File: config.mk
export PLATFORM = sky130hd
export DESIGN_NAME = ifd_decoder
export DESIGN_NICKNAME = d
export VERILOG_FILES = /design/src/ifd_pkg.sv /design/src/ifd_decoder.sv
export SDC_FILE = /design/constraint.sdc
export NUM_CORES = 1
export LEC_CHECK = 0
export BUFFER_PORTS_ARGS = -buffer_cell sky130_fd_sc_hd__buf_2
export CAP_MARGIN = 15
export CORE_UTILIZATION = 55
export DETAILED_ROUTE_END_ITERATION = 12
export GPL_ROUTABILITY_DRIVEN = 0
export PLACE_DENSITY = 0.91
export SLEW_MARGIN = 0
export SYNTH_ARGS = -nofsm -noshare
export SYNTH_HDL_FRONTEND = slang
export SYNTH_SLANG_ARGS = --single-unit
File: constraint.sdc
create_clock -name I_CLK -period 7.4 [get_ports I_CLK]
set_input_delay 0.74 -clock I_CLK [delete_from_list [all_inputs] [get_ports I_CLK]]
set_output_delay 0.74 -clock I_CLK [all_outputs]
set_load 0.02 [all_outputs]
File: src/ifd_pkg.sv
// package of constants and types for the instruction decode and timing block
package ifd_pkg;
    // =====================================================
    // word and field geometry
    localparam int INSN_W = 14;
    localparam int DATA_W = 8;
    localparam int FADDR_W = 7;
    localparam int BIT_W = 3;
    localparam int KLIT_W = 11;
    localparam int PC_W = 15;
    // =====================================================
    // timing: last oscillator clock of the instruction cycle; pointer update modes
    localparam logic [1:0] OSC_PER_ICYC_LAST = 2'h3;
    localparam logic [1:0] MM_PREINC = 2'h0;
    localparam logic [1:0] MM_PREDEC = 2'h1;
    localparam logic [1:0] MM_POSTINC = 2'h2;
    localparam logic [1:0] MM_POSTDEC = 2'h3;
    // indirect access register addresses and program memory window in pointer space
    localparam logic [6:0] INDIR0_ADDR = 7'h00;
    localparam logic [6:0] INDIR1_ADDR = 7'h01;
    localparam int PTR_PROG_BIT = 15;
    // =====================================================
    // instruction group and class
    typedef enum logic [1:0] {
        GRP_BYTE = 2'h0,
        GRP_BIT = 2'h1,
        GRP_LIT = 2'h2
    } ifd_grp_t;
    typedef enum logic [3:0] {
        CL_PLAIN = 4'h0,
        CL_CALL = 4'h1,
        CL_RET = 4'h2,
        CL_JUMP = 4'h3,
        CL_SKIP_BIT = 4'h4,
        CL_SKIP_CNT = 4'h5,
        CL_PTR_MOVE = 4'h6
    } ifd_cls_t;
    // sequencer states, one-hot
    typedef enum logic [2:0] {
        ST_EXEC = 3'b001,
        ST_FLUSH = 3'b010,
        ST_INDWAIT = 3'b100
    } ifd_state_t;
endpackage

File: src/ifd_decoder.sv
// instruction word decoder and cycle timing sequencer
`timescale 1ns/1ns
// =====================================================
// =====================================================
// timing walk of one instruction cycle
// phase 0 edge: the word latched at the previous phase 3 edge is split into fields
// phase 1 edge: the file read strobe is raised for byte and bit words in the exec state
// phase 2 edge: file read data is captured into the read buffer
// phase 3 edge: the result is stored, the next word is fetched, the state moves on
// all four steps happen inside one instruction cycle, so the rate is a quarter of the clock
// =====================================================
// sequencer states
// exec: the word in the instruction register runs normally
// flush: the word in the instruction register was fetched behind a flow change;
//     it is decoded so that the field outputs stay meaningful, but no store or
//     accumulator update is allowed, and the squash flag tells the outside so
// indwait: the dead cycle that follows an indirect access whose pointer
//     addresses program memory; the word already fetched is held, not replaced,
//     and no new word is fetched, so the program loses nothing to the stall
// =====================================================
// notes for users of this block
// the file read strobe is raised even for words that only write the file; this
//     keeps the read, modify, write order uniform and lets peripherals with
//     read side effects see the same pattern for every file operand
// the skip on count words tests the live read data at phase 3, so the file side
//     must hold its read data from phase 2 through the end of phase 3
// the bit skip tests the buffered data, which stays correct as long as the file
//     side answers a read strobe within the same phase
// an indirect stall takes precedence over a flush: a taken skip whose file is an
//     indirect register meets both, and its skip is then lost
// the program memory side need not keep its word stable across the dead cycle,
//     because the fetch strobe stays low there and the word was already taken before it
// among literal words, the accumulator is loaded only by the literal move and the literal return;
//     the relative jump shares the upper opcode bits and must not touch it
// the write strobe and write data leave the block together after phase 3,
//     so a file side clocked on the same edge sees both in one cycle
// =====================================================
// trade-offs
// the decode happens one clock after the fetch rather than at the fetch edge;
//     this costs nothing because the first file access is only at phase 1,
//     and it keeps the fetch path free of the wide class decoder
// all state lives in one packed record so that reset and hold are uniform
// the class codes are coarse: they carry timing, not the full operation, which
//     the execution side decodes again from the literal and address fields
// =====================================================
// limitations
// only two pointer pairs are known, at the two lowest file addresses
// the pointer update itself is left to the data side; this block only reports
//     the selected pointer and its update mode
// the stack and the program counter are outside this block; a call or return
//     is seen here only as a two cycle timing class
// =====================================================
module ifd_decoder (
    // clock and reset
    input wire logic I_CLK,
    input wire logic I_RESET,
    // instruction word from program memory
    input wire logic [ifd_pkg::INSN_W-1:0] I_INSN,
    // data read from the file register named by the operand
    input wire logic [ifd_pkg::DATA_W-1:0] I_FILE_RDATA,
    // pointer values of both pointer pairs
    input wire logic [ifd_pkg::PC_W:0] I_PTR0,
    input wire logic [ifd_pkg::PC_W:0] I_PTR1,
    // instruction cycle phase and fetch control
    output logic [1:0] O_PHASE,
    output logic O_ICYC,
    output logic O_FETCH,
    // decoded fields
    output logic [1:0] O_GROUP,
    output logic [3:0] O_CLASS,
    output logic [ifd_pkg::FADDR_W-1:0] O_FADDR,
    output logic [ifd_pkg::BIT_W-1:0] O_BITSEL,
    output logic [ifd_pkg::KLIT_W-1:0] O_LITERAL,
    output logic O_DEST_FILE,
    output logic O_PTR_SEL,
    output logic [1:0] O_PTR_MODE,
    // file register access strobes
    output logic O_FILE_RD,
    output logic O_FILE_WR,
    output logic [ifd_pkg::DATA_W-1:0] O_FILE_WDATA,
    // accumulator and squash status
    output logic [ifd_pkg::DATA_W-1:0] O_ACC,
    output logic O_SQUASH
);
    import ifd_pkg::*;

    typedef struct packed {
        logic [1:0] phase;
        ifd_state_t st;
        logic [INSN_W-1:0] ir;
        logic icyc;
        logic fetch;
        logic [1:0] grp;
        logic [3:0] cls;
        logic [FADDR_W-1:0] faddr;
        logic [BIT_W-1:0] bitsel;
        logic [KLIT_W-1:0] lit;
        logic dest;
        logic psel;
        logic [1:0] pmode;
        logic frd;
        logic fwr;
        logic [DATA_W-1:0] fwdata;
        logic [DATA_W-1:0] acc;
        logic squash;
        logic [DATA_W-1:0] rbuf;
    } ifd_s_t;

    ifd_s_t s_r;
    ifd_s_t s_nxt;

    // group from the top two opcode bits; 00 byte, 01 bit, 1x literal
    function automatic logic [1:0] grp_of(input logic [INSN_W-1:0] w);
        if (w[13:12] == 2'h0) begin
            return GRP_BYTE;
        end else if (w[13:12] == 2'h1) begin
            return GRP_BIT;
        end
        return GRP_LIT;
    endfunction

    // timing class of a word
    function automatic logic [3:0] cls_of(input logic [INSN_W-1:0] w);
        if (w[13:11] == 3'b100) begin
            return CL_CALL;
        end else if (w[13:11] == 3'b101 || w[13:9] == 5'b11001) begin
            return CL_JUMP;
        end else if (w[13:10] == 4'b0110 || w[13:10] == 4'b0111) begin
            return CL_SKIP_BIT;
        end else if (w[13:8] == 6'h0B || w[13:8] == 6'h0F) begin
            return CL_SKIP_CNT;
        end else if (w == 14'h000A || w == 14'h000B) begin
            return w[0] ? CL_JUMP : CL_CALL;
        end else if (w == 14'h0008 || w == 14'h0009 || w[13:10] == 4'b1101) begin
            return CL_RET;
        end else if (w[13:3] == 11'h002) begin
            return CL_PTR_MOVE;
        end
        return CL_PLAIN;
    endfunction

    // byte operation result; opcode bits 11 to 8 pick the function
    function automatic logic [DATA_W-1:0] alu(input logic [3:0] op, input logic [DATA_W-1:0] f,
            input logic [DATA_W-1:0] w);
        unique case (op)
            4'h1: return 8'h00;
            4'h2: return f - w;
            4'h3: return f - 8'h01;
            4'h4: return f | w;
            4'h5: return f & w;
            4'h6: return f ^ w;
            4'h7: return f + w;
            4'h8: return f;
            4'h9: return ~f;
            4'hA: return f + 8'h01;
            4'hB: return f - 8'h01;
            4'hE: return {f[3:0], f[7:4]};
            4'hF: return f + 8'h01;
            default: return f;
        endcase
    endfunction

    logic [DATA_W-1:0] res;
    logic ind_prog;
    logic taken;

    // next-state logic, evaluated once per oscillator clock
    always_comb begin
        s_nxt = s_r;
        s_nxt.fetch = 1'b0;
        s_nxt.icyc = 1'b0;
        s_nxt.frd = 1'b0;
        s_nxt.fwr = 1'b0;
        res = alu(s_r.ir[11:8], I_FILE_RDATA, s_r.acc);
        ind_prog = (s_r.faddr == INDIR0_ADDR && I_PTR0[PTR_PROG_BIT])
            || (s_r.faddr == INDIR1_ADDR && I_PTR1[PTR_PROG_BIT]);
        taken = 1'b0;
        // four oscillator clocks make one instruction cycle
        s_nxt.phase = s_r.phase + 2'h1;
        unique case (s_r.phase)
            2'h0: begin
                // decode the word latched at the end of the last cycle
                s_nxt.grp = grp_of(s_r.ir);
                s_nxt.cls = cls_of(s_r.ir);
                s_nxt.faddr = s_r.ir[6:0];
                s_nxt.bitsel = s_r.ir[9:7];
                s_nxt.lit = s_r.ir[10:0];
                s_nxt.dest = s_r.ir[7];
                s_nxt.psel = s_r.ir[2];
                s_nxt.pmode = s_r.ir[1:0];
                s_nxt.squash = (s_r.st == ST_FLUSH);
            end
            2'h1: begin
                // in the exec state, read the file operand first, even for pure writes
                s_nxt.frd = (s_r.st == ST_EXEC) && (s_r.grp != GRP_LIT);
            end
            2'h2: begin
                s_nxt.rbuf = I_FILE_RDATA;
            end
            2'h3: begin
                s_nxt.icyc = 1'b1;
                // the dead indirect cycle keeps the word already fetched
                if (s_r.st != ST_INDWAIT) begin
                    s_nxt.fetch = 1'b1;
                    s_nxt.ir = I_INSN;
                end
                if (s_r.st == ST_EXEC) begin
                    // modify and store; accumulator is the implicit partner
                    if (s_r.grp == GRP_BYTE && s_r.cls != CL_PTR_MOVE && s_r.ir[11:8] != 4'h0) begin
                        if (s_r.dest) begin
                            s_nxt.fwr = 1'b1;
                            s_nxt.fwdata = alu(s_r.ir[11:8], s_r.rbuf, s_r.acc);
                        end else begin
                            s_nxt.acc = alu(s_r.ir[11:8], s_r.rbuf, s_r.acc);
                        end
                    end else if (s_r.ir[13:10] == 4'b0100 || s_r.ir[13:10] == 4'b0101) begin
                        s_nxt.fwr = 1'b1;
                        s_nxt.fwdata = s_r.rbuf;
                        s_nxt.fwdata[s_r.bitsel] = s_r.ir[10];
                    end else if (s_r.ir[13:7] == 7'h01) begin
                        s_nxt.fwr = 1'b1;
                        s_nxt.fwdata = s_r.acc;
                    end else if (s_r.ir[13:9] == 5'b11000 || s_r.ir[13:10] == 4'b1101) begin
                        s_nxt.acc = s_r.lit[7:0];
                    end
                    // skip taken only on the tested condition
                    if (s_r.cls == CL_SKIP_BIT) begin
                        taken = s_r.rbuf[s_r.bitsel] == s_r.ir[10];
                    end else if (s_r.cls == CL_SKIP_CNT) begin
                        taken = res == 8'h00;
                    end
                    if (s_r.grp != GRP_LIT && ind_prog) begin
                        s_nxt.st = ST_INDWAIT;
                    end else if (s_r.cls inside {CL_CALL, CL_RET, CL_JUMP} || taken) begin
                        s_nxt.st = ST_FLUSH;
                    end else begin
                        s_nxt.st = ST_EXEC;
                    end
                end else begin
                    // the word fetched behind a flow change is dropped
                    s_nxt.st = ST_EXEC;
                end
            end
            default: begin
                s_nxt.phase = 2'h0;
            end
        endcase
        // while flushing, no architectural write may occur
        if (s_r.st == ST_FLUSH && s_r.phase == OSC_PER_ICYC_LAST) begin
            s_nxt.fwr = 1'b0;
            s_nxt.acc = s_r.acc;
        end
    end

    // state register
    always_ff @(posedge I_CLK) begin
        if (I_RESET) begin
            s_r <= '0;
            s_r.st <= ST_EXEC;
        end else begin
            s_r <= s_nxt;
        end
    end

    // outputs straight from flops
    assign O_PHASE = s_r.phase;
    assign O_ICYC = s_r.icyc;
    assign O_FETCH = s_r.fetch;
    assign O_GROUP = s_r.grp;
    assign O_CLASS = s_r.cls;
    assign O_FADDR = s_r.faddr;
    assign O_BITSEL = s_r.bitsel;
    assign O_LITERAL = s_r.lit;
    assign O_DEST_FILE = s_r.dest;
    assign O_PTR_SEL = s_r.psel;
    assign O_PTR_MODE = s_r.pmode;
    assign O_FILE_RD = s_r.frd;
    assign O_FILE_WR = s_r.fwr;
    assign O_FILE_WDATA = s_r.fwdata;
    assign O_ACC = s_r.acc;
    assign O_SQUASH = s_r.squash;
endmodule

# [Word level (Yosys, flattened, before mapping)]
# Index checks and enable logic that the tools add are counted.
[word_totals] register_bits=79
[classes] muxes=47 bitwise=12 addsub=9 magnitude_cmp=2 n_reduce_logical=35 n_eq_ne=49
[op_table] cell="one-hot mux 8 bit (10 select lines)" count=2
[op_table] cell="equality test 14 x 4 -> 1 bit (second input constant)" count=4
[op_table] cell="equality test 4 x 3 -> 1 bit (second input constant)" count=10
[op_table] cell="2-to-1 mux 4 bit" count=8
[op_table] cell="2-to-1 mux 8 bit" count=4
[op_table] cell="2-to-1 mux 9 bit" count=3
[op_table] cell="equality test 4 bit (second input constant)" count=6
[op_table] cell="2-to-1 mux 1 bit" count=18
[op_table] cell="2-to-1 mux 17 bit" count=1
[op_table] cell="adder 8 x 1 -> 8 bit (second input constant)" count=2
[op_table] cell="adder 8 bit" count=2
[op_table] cell="AND 8 bit" count=2
[op_table] cell="equality test 4 x 2 -> 1 bit (second input constant)" count=4
[op_table] cell="inverter 8 bit" count=2
[op_table] cell="OR 8 bit" count=2
[op_table] cell="subtractor 8 x 1 -> 8 bit (second input constant)" count=2
[op_table] cell="subtractor 8 bit" count=2
[op_table] cell="XOR 8 bit" count=2
[op_table] cell="equality test 7 x 1 -> 1 bit (second input constant)" count=2
[op_table] cell="equality test 6 x 4 -> 1 bit (second input constant)" count=2
[op_table] cell="2-to-1 mux 2 bit" count=6
[op_table] cell="equality test 11 x 2 -> 1 bit (second input constant)" count=1
[op_table] cell="equality test 5 bit (second input constant)" count=2
[op_table] cell="logical OR 1 bit" count=10
[op_table] cell="30 further kinds" count=55

# [Depth between registers and ports, before layout]
[logic_depth] ltp_word=12 depth_mapped=15

# [Worst setup path before layout]
# OpenSTA, ideal clock, no wires.
[synth_timing] kind="flip-flop to flip-flop" from="reg s_r[69] (netlist bit)" to="reg s_r[74] (netlist bit)" stages_incl_launch_ff=15 t_arrival_ns=3.473 n_path_buf=5 path_slack_ns=3.801 t_required_ns=7.274 path_cell_list="dfxtp_1 -> clkbuf_1 -> buf_2 -> buf_2 -> buf_2 -> buf_1 -> o21ai_0 -> a22o_1 -> fa_1 -> a211oi_1 -> o21ai_0 -> a21o_1 -> a221oi_1 -> and4b_1 -> o21ai_2"
[synth_via] elab_chain_cells=12 elab_cells_between_ends=24 classes_between="eq/ne (12); mux (8); reduce/logical (4)"
[synth_lines] element="start, declared" line_no="ifd_decoder.sv:109" text="ifd_s_t s_r;"
[synth_lines] element="start signal, assigned" line_no="ifd_decoder.sv:261" text="s_r <= s_nxt;"
[synth_lines] element="equality test 4 bit / equality test 4 x 2 -> 1 bit (equally long branches)" line_no="ifd_decoder.sv:145" text="unique case (op)"
[synth_lines] element="OR reduction 2 bit (no line)"
[synth_lines] element="one-hot mux 8 bit (10 select lines) *" line_no="ifd_decoder.sv:145"
[synth_lines] element="zero test 8 bit *" line_no="ifd_decoder.sv:230" text="taken = res == 8'h00;"
[synth_lines] element="2-to-1 mux 1 bit *" line_no="ifd_decoder.sv:229" text="end else if (s_r.cls == CL_SKIP_CNT) begin"
[synth_lines] element="2-to-1 mux 1 bit *" line_no="ifd_decoder.sv:227" text="if (s_r.cls == CL_SKIP_BIT) begin"
[synth_lines] element="2-to-1 mux 1 bit *" line_no="ifd_decoder.sv:207" text="if (s_r.st == ST_EXEC) begin"
[synth_lines] element="2-to-1 mux 1 bit *" line_no="ifd_decoder.sv:180" text="unique case (s_r.phase)"
[synth_lines] element="logical OR 1 bit *" line_no="ifd_decoder.sv:234" text="end else if (s_r.cls inside {CL_CALL, CL_RET, CL_JUMP} || taken) begin"
[synth_lines] element="2-to-1 mux 2 bit *" line_no="ifd_decoder.sv:234"
[synth_lines] element="2-to-1 mux 3 bit *" line_no="ifd_decoder.sv:232" text="if (s_r.grp != GRP_LIT && ind_prog) begin"
[synth_lines] element="2-to-1 mux 3 bit *" line_no="ifd_decoder.sv:207"
# Every way passes the cells marked *; elsewhere a longest branch is shown, timed or not. The select of a mux whose other input is x is not followed.
# A chain may end at the register's enable or synchronous reset.

# [Worst setup path in the final report]
[layout_timing] from="reg s_r[71] (netlist bit)" to="reg s_r[74] (netlist bit)"
# Same word-level chain as after synthesis.

==> summary.txt <==
status: completed
CTS buffer count: 9
Critical Path Source Type: flip-flop
Final Max Tran Viols: 0
endpoint class of the critical path: flip-flop
# setup viols final: 0
Synth Flop Type: dfxtp_1
CP Max Fanout: 6
Hold Startpoint: O_FILE_WDATA[2]
max incr delay on CP: 550 ps
crit share post-route: 0.491
crit path DAT: 3850 ps
Slew @ Worst Pin: 1140 ps
Routed WL: 15900 um
static leakage: 2.78 nW
DRC Markers: 0
hold buffers post-CTS: 0
fin nets: 822
DR pass1 iterations: 6
Clock Tree Buf Depth: 2
Syn Std Cell Area: 5620 um^2
most used cell, CP: o21ai_0
Final min period: 3630 ps
CP Class: reg2reg
final worst slack: 3770 ps
total gr overflow: 0
initial antenna violation count: 0
worst-case clock skew: 10.6 ps
Die H: 103 um
diodes inserted: 0
Initial Utilization: 0.573
TNS Setup: 0 ps
syn_area_per_cell: 7.99 um^2
Pwr Density: 153 nW/um^2
Crit-path slowest cell: nor2b_1
GR peak layer: met2
Cells after Synth: 704
Slew headroom: 0.238
cell area after layout: 5950 um^2
RR Startpoint: s_r[71]
register bit count reported by yosys: 64
Tot GR Track Use: 0.302
Peak Freq: 0.275 GHz
Post-synth EDFFs: 0
maximum vdd ir drop: 0.000135 V
DP Area: 5730 um^2
share of cells above drive strength 1: 0.163
Post CTS Setup Buffer Count: 0
max_cap viols: 0
clk sinks: 64
Tightest Hold Check Type: reg2reg
number of distinct library cells after synthesis: 72
Worst Path Required: 7620 ps
Synth Warn #: 0
Port-buffer cells: 78
hold endpoint: O_FILE_WDATA[2]
routed vias/inst: 6.50
largest net degree at the start of global routing: 55
CTS tree: yes
# rows: 36
antenna-violating nets left: 0
Worst Hold Depth: 2
Reg-to-Reg End: s_r[74]
RSZ-0062 raised after global routing: false
met1 Use GR: 0.382
grt met3 use: 0.0644
Place WS: 3910 ps
clk root buf: clkbuf_8
die area: 10600 um^2
H-Tree Depth: 3
die width: 103 um
HPWL Detailed: 11400 um
met2 Use GR: 0.488
reg-to-reg slack, setup: 3770 ps
worst skew pair latency: 350 ps
via count: 5528
first-pass GRT wire length: 24600 um
cells on worst reg2reg path: 10
register area share after synthesis: 0.228
Worst-path clk slew: 80 ps
post-layout util: 0.606
io pins: 110
post-synth net total: 814
Core Area: 9820 um^2
worst-path cell chain: nor2b_1 > o21ai_0 > a22o_1 > fa_1 > a211oi_1 > o21ai_0 > a21o_1 > a221oi_1 > and4b_1 > o21ai_2
WL/cell: 18.7 um
Final Hold Viols: 0
Async SR Flop Fraction: 0
CP startpoint: s_r[71]
Post-CTS Resized: 0
Area Growth Syn to Fin: 5.90%
vias in the first global route: 4953
Initial DRC Count: 678
synthesized netlist by cell type (3+ instances only):
cell | number | area (um^2)
a211oi_1 | 12 | 90.1
a21o_1 | 11 | 82.6
a21oi_1 | 28 | 140
a221oi_1 | 8 | 70.1
a22o_1 | 7 | 61.3
a22oi_1 | 12 | 90.1
a2bb2oi_1 | 4 | 35.0
a31oi_1 | 9 | 56.3
a41oi_1 | 3 | 26.3
and2_1 | 3 | 18.8
and3_1 | 4 | 25.0
and3b_1 | 7 | 61.3
and4b_1 | 5 | 50.1
buf_2 | 5 | 25.0
buf_4 | 47 | 353
clkbuf_1 | 32 | 120
dfxtp_1 | 64 | 1280
ha_1 | 52 | 651
inv_1 | 35 | 131
mux2i_1 | 45 | 450
nand2_1 | 39 | 146
nand2b_1 | 10 | 62.6
nand3_1 | 11 | 55.1
nand3b_1 | 4 | 30.0
nand4_1 | 4 | 25.0
nor2_1 | 67 | 251
nor2b_1 | 16 | 100
nor3_1 | 12 | 60.1
nor3b_1 | 8 | 60.1
nor4_1 | 13 | 81.3
o211a_1 | 4 | 40.0
o211ai_1 | 10 | 75.1
o21ai_0 | 44 | 220
o32ai_1 | 4 | 35.0
or2_2 | 5 | 31.3
or3_1 | 7 | 43.8
or3b_2 | 3 | 26.3
xnor2_1 | 6 | 52.6
cell usage in the layout (no fill, tap or decap), drive strengths merged, types with 5 or more instances in the layout:
master | Yosys | routed
a211oi | 12 | 12
a21o | 11 | 11
a21oi | 28 | 28
a221oi | 8 | 8
a22o | 7 | 7
a22oi | 12 | 12
a31oi | 9 | 9
and3b | 7 | 7
and4b | 5 | 5
buf | 54 | 83
clkbuf | 32 | 10
dfxtp | 64 | 64
ha | 52 | 52
inv | 35 | 36
mux2i | 45 | 45
nand2 | 39 | 39
nand2b | 10 | 10
nand3 | 11 | 11
nor2 | 67 | 67
nor2b | 16 | 16
nor3 | 12 | 12
nor3b | 8 | 8
nor4 | 14 | 14
o211ai | 10 | 10
o21ai | 45 | 45
or2 | 5 | 5
or3 | 8 | 8
xnor2 | 6 | 6
routing by layer:
metal  vias up  part of all wire
met1      2579              0.41
met4         0             0.043
met2       339              0.45
met3        71             0.096
met5         -                 0
li1       2539                 -
registers in the layout, indices dropped and copies added (netlist names):
register and count:
s_r 25, O_ACC 8, O_FILE_WDATA 8, O_FADDR 6, O_CLASS 3, O_LITERAL 3
O_BITSEL 2, O_GROUP 2, O_PHASE 2, O_FETCH 1, O_FILE_RD 1, O_FILE_WR 1
O_ICYC 1, O_SQUASH 1
stage by stage:
stage | hold slack [ps] | power, mW | cells
2_1_floorplan | 445 | 0.518 | 704
3_3_place_gp | 470 | 0.560 | 834
3_5_place_dp | 468 | 0.565 | 834
4_1_cts | 479 | 0.906 | 850
5_1_grt | 508 | 0.943 | 850
6_report | 477 | 0.908 | 850
worst max path at each step:
stage | to | slack (ps)
floorplan | s_r[74] | 3800
global placement | s_r[74] | 3970
detailed placement | s_r[74] | 3910
CTS | s_r[74] | 3870
global route | s_r[74] | 3620
finish | s_r[74] | 3770
cell type report:
type,count,area (um^2)
fillers,873,3860
repair buffers,83,428
well taps,133,166
clock buffers,10,138
inverters,36,135
multi-input cells,518,3710
flip-flops and latches,64,1280
clock inverters,6,91.3
report_power, final:
part	switching (mW)	internal [mW]
clock network	0.143	0.201
registers	0.0203	0.355
logic	0.116	0.0732
kinds of logic after synthesis:
kind of cell,share of synthesized area
adders and majority gates,0.123
xor gates and xnor gates,0.0109
buffers and inverters,0.114
AOI/OAI and AO/OA,0.222
and+or+nand+nor,0.220
DFF,0.228
other,0.000667
muxes,0.0821
worst max-delay path, delay by kind of cell, from the launching register on:
kind / cells / cell delay [ps]
flip-flops: 1 / 340
AND/OR/NAND/NOR: 2 / 870
AO/OA/AOI/OAI: 7 / 1820
adder cells (fa/ha/maj): 1 / 470
(Power assumes the default switching activity.)
